## config.mk

```make
export PLATFORM = sky130hd
export DESIGN_NAME = kmsd_key_scan
export DESIGN_NICKNAME = d
export VERILOG_FILES = /design/src/logic/kmsd_pkg.sv /design/src/logic/kmsd_sync.sv /design/src/logic/kmsd_slot_timer.sv /design/src/logic/kmsd_key_scan.sv
export VERILOG_INCLUDE_DIRS = /design/src /design/src/logic
export SDC_FILE = /design/constraint.sdc
export NUM_CORES = 1
export LEC_CHECK = 0
export BUFFER_PORTS_ARGS = -buffer_cell sky130_fd_sc_hd__buf_2
export CORE_MARGIN = 2
export CORE_UTILIZATION = 33
export CTS_CLUSTER_DIAMETER = 100
export DETAILED_ROUTE_END_ITERATION = 10
export GPL_TIMING_DRIVEN = 0
export PLACE_DENSITY = 0.56
export SYNTH_ARGS = -nofsm -noshare
export SYNTH_HDL_FRONTEND = slang
export SYNTH_SLANG_ARGS = --single-unit
```

## constraint.sdc

```tcl
create_clock -name clk_i -period 3.97 [get_ports clk_i]
set_input_delay 0.397 -clock clk_i [delete_from_list [all_inputs] [get_ports clk_i]]
set_output_delay 0.397 -clock clk_i [all_outputs]
set_load 0.02 [all_outputs]
```

## src/logic/kmsd_defs.svh

```systemverilog
`ifndef KMSD_DEFS_SVH
`define KMSD_DEFS_SVH
`define KMSD_ADDR_W 8
`define KMSD_ADDR_MASK_A 8'h08
`define KMSD_ADDR_MASK_B 8'h09
`define KMSD_ADDR_MASK_C 8'h0a
`define KMSD_ADDR_MASK_D 8'h0b
`define KMSD_ADDR_DEB_A 8'h08
`define KMSD_ADDR_DEB_B 8'h09
`define KMSD_ADDR_DEB_C 8'h0a
`define KMSD_ADDR_DEB_D 8'h0b
`define KMSD_ADDR_PRS_A 8'h0c
`define KMSD_ADDR_PRS_B 8'h0d
`define KMSD_ADDR_PRS_C 8'h0e
`define KMSD_ADDR_PRS_D 8'h0f
`define KMSD_RST_MASK 8'h00
`define KMSD_RST_STATUS 8'h00
`define KMSD_CLK_HZ 200000000
`define KMSD_SLOT_US 200
`define KMSD_SLOT_CYC ((`KMSD_CLK_HZ / 1000000) * `KMSD_SLOT_US)
`define KMSD_MUX_US 1600
`define KMSD_PASS_US 25600
`define KMSD_DRIVERS 8
`define KMSD_LINES 4
`endif

```

## src/logic/kmsd_pkg.sv

```systemverilog
package kmsd_pkg;
    typedef logic [7:0] kmsd_byte_t;
    typedef struct packed {
        logic wr;
        logic rd;
        logic [7:0] addr;
        logic [7:0] wdata;
    } kmsd_req_s;
    typedef enum logic [1:0] {
        KMSD_IDLE = 2'b00,
        KMSD_SAMPLE = 2'b01,
        KMSD_UPDATE = 2'b10
    } kmsd_scan_e;
endpackage

```

## src/logic/kmsd_sync.sv

```systemverilog
`timescale 1ns/1ps
module kmsd_sync #(
    parameter int WIDTH = 4
) (
    input wire logic clk_i,
    input wire logic rst_i,
    input wire logic [WIDTH-1:0] d_i,
    output logic [WIDTH-1:0] q_o
);
    logic [WIDTH-1:0] meta_q;
    always_ff @(posedge clk_i) begin
        if (rst_i) begin
            meta_q <= '1;
            q_o <= '1;
        end else begin
            meta_q <= d_i;
            q_o <= meta_q;
        end
    end
endmodule

```

## src/logic/kmsd_slot_timer.sv

```systemverilog
`timescale 1ns/1ps
`include "kmsd_defs.svh"
module kmsd_slot_timer #(
    parameter int SLOT_CYC = `KMSD_SLOT_CYC
) (
    input wire logic clk_i,
    input wire logic rst_i,
    output logic tick_o
);
    logic [31:0] cnt_q;
    always_ff @(posedge clk_i) begin
        if (rst_i) begin
            cnt_q <= 32'h0;
            tick_o <= 1'b0;
        end else if (cnt_q == 32'(SLOT_CYC - 1)) begin
            cnt_q <= 32'h0;
            tick_o <= 1'b1;
        end else begin
            cnt_q <= cnt_q + 32'h1;
            tick_o <= 1'b0;
        end
    end
endmodule

```

## src/logic/kmsd_key_scan.sv

```systemverilog
`timescale 1ns/1ps
`include "kmsd_defs.svh"
// Contract
// - Scan loops; full pass over up to 32 keys (drivers 0 to scan limit)
// - Sample four lines in one slot per multiplex cycle
// - Debounce needs two consecutive pressed samples
// - Any key combination detected, no blocking
// - Write-only enables gate per-key interrupt
// - Scanning runs regardless of enable bits
// - Debounced bit sticky until register read
// - Debounced read returns data, then clears
// - New debounces OR into unread contents
// - Any debounced read drops interrupt unless a new enabled debounce lands in the same cycle
// - Held key debounces once until released
// - Pressed bits show latest scan result
// - Unused register bits read zero
// - Pressed read clears nothing
// - Fifth pin is interrupt when scanning
// - Drivers go low in turn per slot
// - Only drivers within scan limit scanned
module kmsd_key_scan #(
    parameter int SLOT_CYC = `KMSD_SLOT_CYC
) (
    input wire logic clk_i,
    input wire logic rst_i,
    input wire logic scan_en_i,
    input wire logic [2:0] scan_limit_i,
    input wire logic [3:0] line_en_i,
    input wire logic [3:0] key_n_i,
    input wire kmsd_pkg::kmsd_req_s req_i,
    output logic [7:0] rdata_o,
    output logic rvalid_o,
    output logic [7:0] cathode_n_o,
    output logic irq_n_o,
    output logic irq_oe_o
);
    // ------------------------------------------------------------
    // Slot timing and sampling
    // ------------------------------------------------------------
    logic tick;
    logic [3:0] key_n_s;
    logic [2:0] slot_q;
    logic [2:0] pick_q;
    logic [31:0] key_mask_q;
    logic [31:0] key_deb_q;
    logic [31:0] key_prs_q;
    logic [31:0] key_prev_q;
    logic [31:0] key_lock_q;
    logic irq_q;
    logic [31:0] deb_clr;
    logic [31:0] new_deb;
    logic [31:0] slot_hit;
    logic [31:0] slot_now;
    logic deb_rd;

    kmsd_slot_timer #(.SLOT_CYC(SLOT_CYC)) u_timer (
        .clk_i(clk_i),
        .rst_i(rst_i),
        .tick_o(tick)
    );

    // Key lines are off-chip and unsynchronised
    kmsd_sync #(.WIDTH(4)) u_sync (
        .clk_i(clk_i),
        .rst_i(rst_i),
        .d_i(key_n_i),
        .q_o(key_n_s)
    );

    // Drivers wrap at the scan limit so unused digits are never read
    always_ff @(posedge clk_i) begin
        if (rst_i) begin
            slot_q <= 3'h0;
        end else if (tick) begin
            slot_q <= (slot_q >= scan_limit_i) ? 3'h0 : slot_q + 3'h1;
        end
    end

    // One driver's keys per multiplex cycle, so a full pass spans one cycle per digit
    always_ff @(posedge clk_i) begin
        if (rst_i) begin
            pick_q <= 3'h0;
        end else if (tick && (slot_q >= scan_limit_i)) begin
            pick_q <= (pick_q >= scan_limit_i) ? 3'h0 : pick_q + 3'h1;
        end
    end

    always_ff @(posedge clk_i) begin
        if (rst_i) begin
            cathode_n_o <= 8'hff;
        end else begin
            cathode_n_o <= ~(8'h01 << slot_q);
        end
    end

    // ------------------------------------------------------------
    // Per-key debounce
    // ------------------------------------------------------------
    // Sample lands at the end of the slot, after the line has settled
    genvar g;
    generate
        for (g = 0; g < 32; g++) begin : g_key
            localparam int LINE = g / 8;
            localparam int DRV = g % 8;
            assign slot_hit[g] = tick && scan_en_i && line_en_i[LINE]
                && (slot_q == 3'(DRV)) && (pick_q == 3'(DRV));
            assign slot_now[g] = ~key_n_s[LINE];
            assign new_deb[g] = slot_hit[g] && slot_now[g] && key_prev_q[g] && !key_lock_q[g];
        end
    endgenerate

    always_ff @(posedge clk_i) begin
        if (rst_i) begin
            key_prev_q <= 32'h0;
            key_prs_q <= 32'h0;
            key_lock_q <= 32'h0;
        end else begin
            for (int i = 0; i < 32; i++) begin
                if (slot_hit[i]) begin
                    key_prev_q[i] <= slot_now[i];
                    key_prs_q[i] <= slot_now[i];
                    if (!slot_now[i]) begin
                        key_lock_q[i] <= 1'b0;
                    end else if (new_deb[i]) begin
                        key_lock_q[i] <= 1'b1;
                    end
                end
            end
        end
    end

    // ------------------------------------------------------------
    // Register access
    // ------------------------------------------------------------
    always_comb begin
        deb_clr = 32'h0;
        deb_rd = 1'b0;
        if (req_i.rd) begin
            case (req_i.addr)
                `KMSD_ADDR_DEB_A: begin deb_clr[7:0] = 8'hff; deb_rd = 1'b1; end
                `KMSD_ADDR_DEB_B: begin deb_clr[15:8] = 8'hff; deb_rd = 1'b1; end
                `KMSD_ADDR_DEB_C: begin deb_clr[23:16] = 8'hff; deb_rd = 1'b1; end
                `KMSD_ADDR_DEB_D: begin deb_clr[31:24] = 8'hff; deb_rd = 1'b1; end
                default: deb_clr = 32'h0;
            endcase
        end
    end

    always_ff @(posedge clk_i) begin
        if (rst_i) begin
            key_mask_q <= {4{`KMSD_RST_MASK}};
        end else if (req_i.wr) begin
            case (req_i.addr)
                `KMSD_ADDR_MASK_A: key_mask_q[7:0] <= req_i.wdata;
                `KMSD_ADDR_MASK_B: key_mask_q[15:8] <= req_i.wdata;
                `KMSD_ADDR_MASK_C: key_mask_q[23:16] <= req_i.wdata;
                `KMSD_ADDR_MASK_D: key_mask_q[31:24] <= req_i.wdata;
                default: key_mask_q <= key_mask_q;
            endcase
        end
    end

    // New debounce in the read cycle survives the clear
    always_ff @(posedge clk_i) begin
        if (rst_i) begin
            key_deb_q <= {4{`KMSD_RST_STATUS}};
        end else begin
            key_deb_q <= (key_deb_q & ~deb_clr) | new_deb;
        end
    end

    always_ff @(posedge clk_i) begin
        if (rst_i) begin
            irq_q <= 1'b0;
        end else if (|(new_deb & key_mask_q)) begin
            irq_q <= 1'b1;
        end else if (deb_rd) begin
            irq_q <= 1'b0;
        end
    end

    always_ff @(posedge clk_i) begin
        if (rst_i) begin
            rdata_o <= 8'h00;
            rvalid_o <= 1'b0;
        end else begin
            rvalid_o <= req_i.rd;
            case (req_i.addr)
                `KMSD_ADDR_DEB_A: rdata_o <= key_deb_q[7:0];
                `KMSD_ADDR_DEB_B: rdata_o <= key_deb_q[15:8];
                `KMSD_ADDR_DEB_C: rdata_o <= key_deb_q[23:16];
                `KMSD_ADDR_DEB_D: rdata_o <= key_deb_q[31:24];
                `KMSD_ADDR_PRS_A: rdata_o <= key_prs_q[7:0];
                `KMSD_ADDR_PRS_B: rdata_o <= key_prs_q[15:8];
                `KMSD_ADDR_PRS_C: rdata_o <= key_prs_q[23:16];
                `KMSD_ADDR_PRS_D: rdata_o <= key_prs_q[31:24];
                default: rdata_o <= 8'h00;
            endcase
        end
    end

    // Open-drain, active low; pin released when scanning is off
    always_ff @(posedge clk_i) begin
        if (rst_i) begin
            irq_n_o <= 1'b1;
            irq_oe_o <= 1'b0;
        end else begin
            irq_n_o <= ~irq_q;
            irq_oe_o <= scan_en_i & irq_q;
        end
    end
endmodule

```

==> results of run 1 <==
## sequential cells by signal, summed over array words and instances, names as in the netlist, 3 cells and up
register,cells
key_prs_q,17
key_mask_q,32
u_sync.meta_q,4
cathode_n_o,8
key_deb_q,32
key_prev_q,15
pick_q,3
u_timer.cnt_q,32
u_sync.q_o,4
key_lock_q,32
slot_q,3
rdata_o,8
## metrics by stage
stage	total power [W]	setup slack [ps]	std cells
floorplan	0.00208	1690	946
global route	0.00390	835	1353
CTS	0.00381	897	1353
finish	0.00378	744	1353
detailed placement	0.00214	471	1322
global placement	0.00214	518	1322
## cell families (layout without fill, tap and decap cells)
logic type	count (synthesis)	in the layout
and+or+nand+nor	401	401
AOI/OAI and AO/OA	228	228
DFF	195	195
buffers and inverters	74	151
xor gates and xnor gates	29	29
adders and majority gates	19	19
## metal layers
metal | part of all wire | GRT usage | up-vias | wire length (um)
li1 | - | - | 3579 | -
met3 | 0.063 | 0.0362 | 53 | 1690
met1 | 0.44 | 0.271 | 3531 | 11800
met5 | 0 | 0 | - | 0
met4 | 0.030 | 0.0813 | 0 | 806
met2 | 0.46 | 0.333 | 275 | 12400
## cell type report
class | instances | area, um2
plain buffers | 54 | 211
clock buffers | 18 | 439
repair buffers | 46 | 230
inverters | 20 | 75.1
multi-input cells | 677 | 4130
fillers | 2631 | 15400
well taps | 330 | 413
clock inverters | 13 | 124
flip-flops and latches | 195 | 3900
## worst paths after layout
kind	start	to	depth (start not counted)
worst max-delay path	req_i[13]	rdata_o[2]$_SDFF_PP0_	7
worst min-delay path	key_n_i[1]	u_sync.meta_q[1]$_SDFF_PP1_	2
worst max register to register	u_sync.q_o[0]$_SDFF_PP1_	irq_q$_SDFFE_PP0P_	7
worst min register to register	u_sync.meta_q[2]$_SDFF_PP1_	u_sync.q_o[2]$_SDFF_PP1_	1
## placed cells by master (no fill, tap or decap), types with 3 or more instances in the layout
cell       Yosys  layout
nand2b_1       7       7
nand3_1       53      53
a221oi_1       7       7
a21oi_1       89      89
clkinv_2       0       3
nor2b_1       25      25
nor4_1        12      12
a22oi_1       28      28
a32oi_1       17      17
a31oi_1        7       7
nand4_1       20      20
xnor2_1       25      25
or3_1          3       3
xor2_1         4       4
and4b_1       11      11
nand2_1       71      71
nor3_1        12      12
inv_6          0       5
inv_1         19      19
a211oi_1      48      48
buf_2          0      46
or2_2         10      10
and4_1         4       4
clkbuf_1      47      47
clkbuf_16      0      17
nor4_2         3       3
nor4bb_1       5       5
nor2_1       130     130
nand4b_1      13      13
a41oi_1        3       3
ha_1          19      19
o21ai_0        3       3
dfxtp_1      195     195
buf_1          5       5
a22o_1         7       7
o21a_1         8       8
## worst max-delay path: stages
cell	delay, ps
buf_2	90
or4_1	500
clkbuf_1	200
nor4_2	1250
clkbuf_1	550
a22oi_1	180
a31oi_1	360
## power groups by stage
stage | clock network (W) | registers (W) | logic [W]
finish | 0.00169 | 0.00197 | 0.000122
global route | 0.00180 | 0.00197 | 0.000134
CTS | 0.00172 | 0.00197 | 0.000122
detailed placement | 0 | 0.00202 | 0.000122
global placement | 0 | 0.00201 | 0.000123
floorplan | 0 | 0.00201 | 0.0000631
==> out/results.ini, run 1 <==
[power_and_ir_drop]
intPower_w=0.00289
ir_drop_mv=0.169
p_clk_frac=0.447
comb_power_share=0.032
power_density_mw_per_mm2=397
swShare=0.237
pwr-share-seq=0.521
power_switching_w=0.000895
p_leak_nw=3.04

[layout]
nNetsFinal=1062
final_area_mm2=0.00953
areaGrowthSynthToFinish_pct=14.5
post-route-util=0.382
layout-drive-gt1-share=0.0997
diodes=0

[sta]
fmax_mhz=310
grt_setup_unrepaired=false
hold_viol_final=0
whs_ps=162
setup_viol=0
slew_violations=10
fin_crit_ps=3230
slew_headroom=-0.0355
setup-tns-final_ps=0
fin_crit_sh=0.812
tightest_slew_ps=1540
skew_ps=18.4

[route]
drc=0
via_per_inst=5.50
wirelength_um=26600
num_vias=7438
drt-initial-drc-count=759
wl_per_cell_um=19.7
dr.pass1.iters=5
antenna_left=0

[global_routing]
grt_pass1_wl_um=41200
grt_overflow=0
grt_pass1_vias=7027
grt_max_degree=18
grt_usage=0.205
antenna_found_initial=0

[yosys]
synth_async_sr_flop_share=0
synth-seq-cells=195
ys_seq_area_frac=0.469
mappedNetlistArea_mm2=0.00832
synth-simple-area-share=0.254
ys_warn_count=0
synth-edff-count=0
yosysUniqueCellTypes=58
netlist_instances=946
synthesis.nets=997
synth_fa_ha_area_frac=0.0286
synthFlopType=dfxtp_1
synth_compound_gate_area_share=0.183
synth_commonest_cells=dfxtp_1, nor2_1, a21oi_1
synth_most_common_cell=dfxtp_1
muxShareOfSynthArea=0
yosysTopAreaCell=dfxtp_1
synth_area_leaders=dfxtp_1, nor2_1, a21oi_1, a211oi_1, nand2_1
synth_xor_area_frac=0.0305
synth.avg_cell_area_um2=8.80
synth_top_family_by_area=simple AND/OR/NAND/NOR gates
yosysTopAreaCellShare=0.469

[run]
maxCapViolCount=1

[placed_design]
globalplace.congestion=0.918
placed_area_mm2=0.00896
port_buffers=46
hpwl_um=19200

[clocking]
numCtsBuffers=17
cts_root_buf=clkbuf_16
ctsResizeCount=0
cts_setup_buffers=0
htree_levels=4
clkSinkCount=195
cts_tree=yes
cts_max_path_buffers=2
clk_latency_ps=450
cts_hold_buf=0
cts.clk_slew.worst_paths_ps=70

[floorplan]
ios=51
core-area_mm2=0.0250
die_area_mm2=0.0265
die_height_um=163
initial_core_util=0.333
rows=58
die-width_um=163

[worst_setup_path]
crit_type=in -> reg
cp.arrival_ps=3550
start_kind=input pin
critPathCaptureType=register
critPathMaxFanout=10
r2r_slack_ps=1420
crit_required_ps=4300

[status]
violations=capacitance limit, slew limit
status=complete, but fails checks

[hold_path]
hp-class=in -> reg

(Power assumes the default switching activity.)
==> inputs of run 2 (changes only) <==
Settings changed: PLACE_DENSITY 0.56 to 0.57.
Clock period 3.97 ns to 2.6 ns, I/O delays scaled along.
==> out/results.ini, run 2 (synthesized netlist as in run 1, its figures left out) <==
[sta]
layout_setup_ws_ps=-39.5  ; -784 ps
fmax_mhz=379
hold_viol_final=0  ; unchanged
slew_violations=0  ; -10
grt_setup_unrepaired=true
fin_crit_sh=1.02
skew_ps=16.5  ; -1.89 ps
fin_crit_ps=2640
slew_headroom=0.232  ; +0.268
setup_viol=4  ; +4
tightest_slew_ps=1150  ; -392 ps

[global_routing]
antenna_found_initial=0  ; unchanged
grtUsageMet3=0.0295  ; -0.00662
grt_overflow=0  ; unchanged
grt_pass1_wl_um=40700  ; -1.3%
grt_usage=0.204  ; -0.00122
grt_max_degree=21  ; +3
busiest_layer=met2
use_met2=0.338  ; +0.00482
grt_pass1_vias=6981  ; -0.65%
gr-usage-met1=0.266  ; -0.00523

[power_and_ir_drop]
ir_drop_mv=0.379  ; +120%
p_leak_nw=3.07  ; +0.97%
power_density_mw_per_mm2=618  ; +56%

[clocking]
cts_root_buf=clkbuf_16
clk_latency_ps=450  ; about the same
cts_setup_buffers=0  ; unchanged
htree_levels=4  ; unchanged
cts_tree=yes
clkSinkCount=195  ; unchanged
cts_hold_buf=0  ; unchanged
cts_max_path_buffers=2  ; unchanged
cts.clk_slew.worst_paths_ps=80  ; about the same
numCtsBuffers=17  ; unchanged

[worst_setup_path]
path_cells=buf_2 > or4_1 > clkbuf_1 > nor4_2 > clkbuf_1 > a22oi_1 > a31oi_1
start_kind=input pin
critPathCaptureType=register
critPathSlowestCell=nor4_2
critPathMaxStageDelay_ps=950  ; -300 ps
crit_required_ps=2960  ; -1340 ps
critPathMaxFanout=10  ; unchanged
r2r_slack_ps=160  ; -1260 ps
cp.arrival_ps=3000  ; -550 ps
crit_top_cell=clkbuf_1
crit_type=in -> reg

[placed_design]
port_buffers=46  ; unchanged
globalplace.congestion=0.883  ; -3.7%
dpl.cell_count=1322  ; unchanged
hpwl_um=19200  ; about the same

[layout]
layout-drive-gt1-share=0.104  ; +0.00391
areaGrowthSynthToFinish_pct=15.3
diodes=0  ; unchanged
fin_cells=1353  ; unchanged
nNetsFinal=1061  ; -0.094%
final_common_cell=dfxtp_1
post-route-util=0.384  ; +0.00281
final_cell_mix=dfxtp_1, nor2_1, a21oi_1

[floorplan]
core-area_mm2=0.0250  ; unchanged
die_area_mm2=0.0265  ; unchanged
die_height_um=163  ; unchanged
ios=51  ; unchanged
initial_core_util=0.333  ; unchanged
die-width_um=163  ; unchanged
rows=58  ; unchanged

[route]
num_vias=7475  ; +0.50%
wl_per_cell_um=19.8  ; +0.83%
drt-initial-drc-count=603  ; -21%
antenna_left=0  ; unchanged
wirelength_um=26800  ; +0.83%
via_per_inst=5.52  ; +0.50%
dr.pass1.iters=5  ; unchanged
drc=0  ; unchanged

[run]
maxCapViolCount=0  ; -1

[status]
status=complete, but fails checks
violations=setup timing

[hold_path]
hp-class=in -> reg

## run 2: cell count changes in the layout (fill, tap and decap cells not counted)
| cell | change |
|---|---|
| clkbuf_2 | +2 |
| clkbuf_1 | -3 |
| clkinv_8 | +4 |
| clkinv_2 | -2 |
| nand3_2 | +1 |
| clkinv_4 | -1 |
| nand3_1 | -1 |
| inv_6 | -2 |
| nor4_2 | -2 |
| inv_8 | +3 |
| nor4_4 | +2 |
| clkbuf_8 | -1 |
## run 2: timing repair
| item | CTS | global route |
|---|---|---|
| endpoints found under the setup margin | 10 | 6 |
| gates cloned | 0 | 0 |
| resized for setup | 1 | 6 |
## run 2: power by group
group	leakage [nW]	switching [W]	total [W]	internal, W
Clock	0.293	0.00135	0.00274	0.00139
Combinational	1.20	0.000140	0.000191	0.0000508
Sequential	1.57	0.0000110	0.00301	0.00300
## run 2: critical path: cells and delay by family
family | cells | cell delay, ps
simple gates | 2 | 1470
buf+inv | 3 | 870
compound gates | 2 | 390
## run 2: worst paths after layout
path                                      end                        start  cells past startpoint
hold reg to reg      u_sync.q_o[2]$_SDFF_PP1_  u_sync.meta_q[2]$_SDFF_PP1_                      1
hold / removal    u_sync.meta_q[1]$_SDFF_PP1_                   key_n_i[1]                      2
setup reg to reg           irq_q$_SDFFE_PP0P_       slot_q[1]$_SDFFE_PP0P_                      7
setup / recovery        rdata_o[1]$_SDFF_PP0_                    req_i[13]                      7
## run 2: metal layers
layer,share of wire,routed length (um)
met5,0,0
met4,0.033,890
met3,0.058,1560
met2,0.47,12700
met1,0.44,11700
## run 2: layout make-up
class,instances,area [um2]
buffer,53,210
sequential,195,3900
tap,330,413
clock inverter,15,186
inverter,20,75.1
fill,2589,15400
multi-input combinational,677,4150
timing repair buffer,46,230
clock buffer,17,425
## run 2: stage by stage
step	setup TNS, ps	worst slack, ps	hold slack, ps	area [um2]	total power [W]
after floorplan	0	352	364	8320	0.00317
final	-98.2	-39.5	18.6	9600	0.00593
after global placement	-17480	-688	390	8960	0.00326
after detailed placement	-16280	-648	395	8960	0.00326
after global routing	-385	-100	7.57	9600	0.00611
after CTS	0	33.7	7.94	9580	0.00597
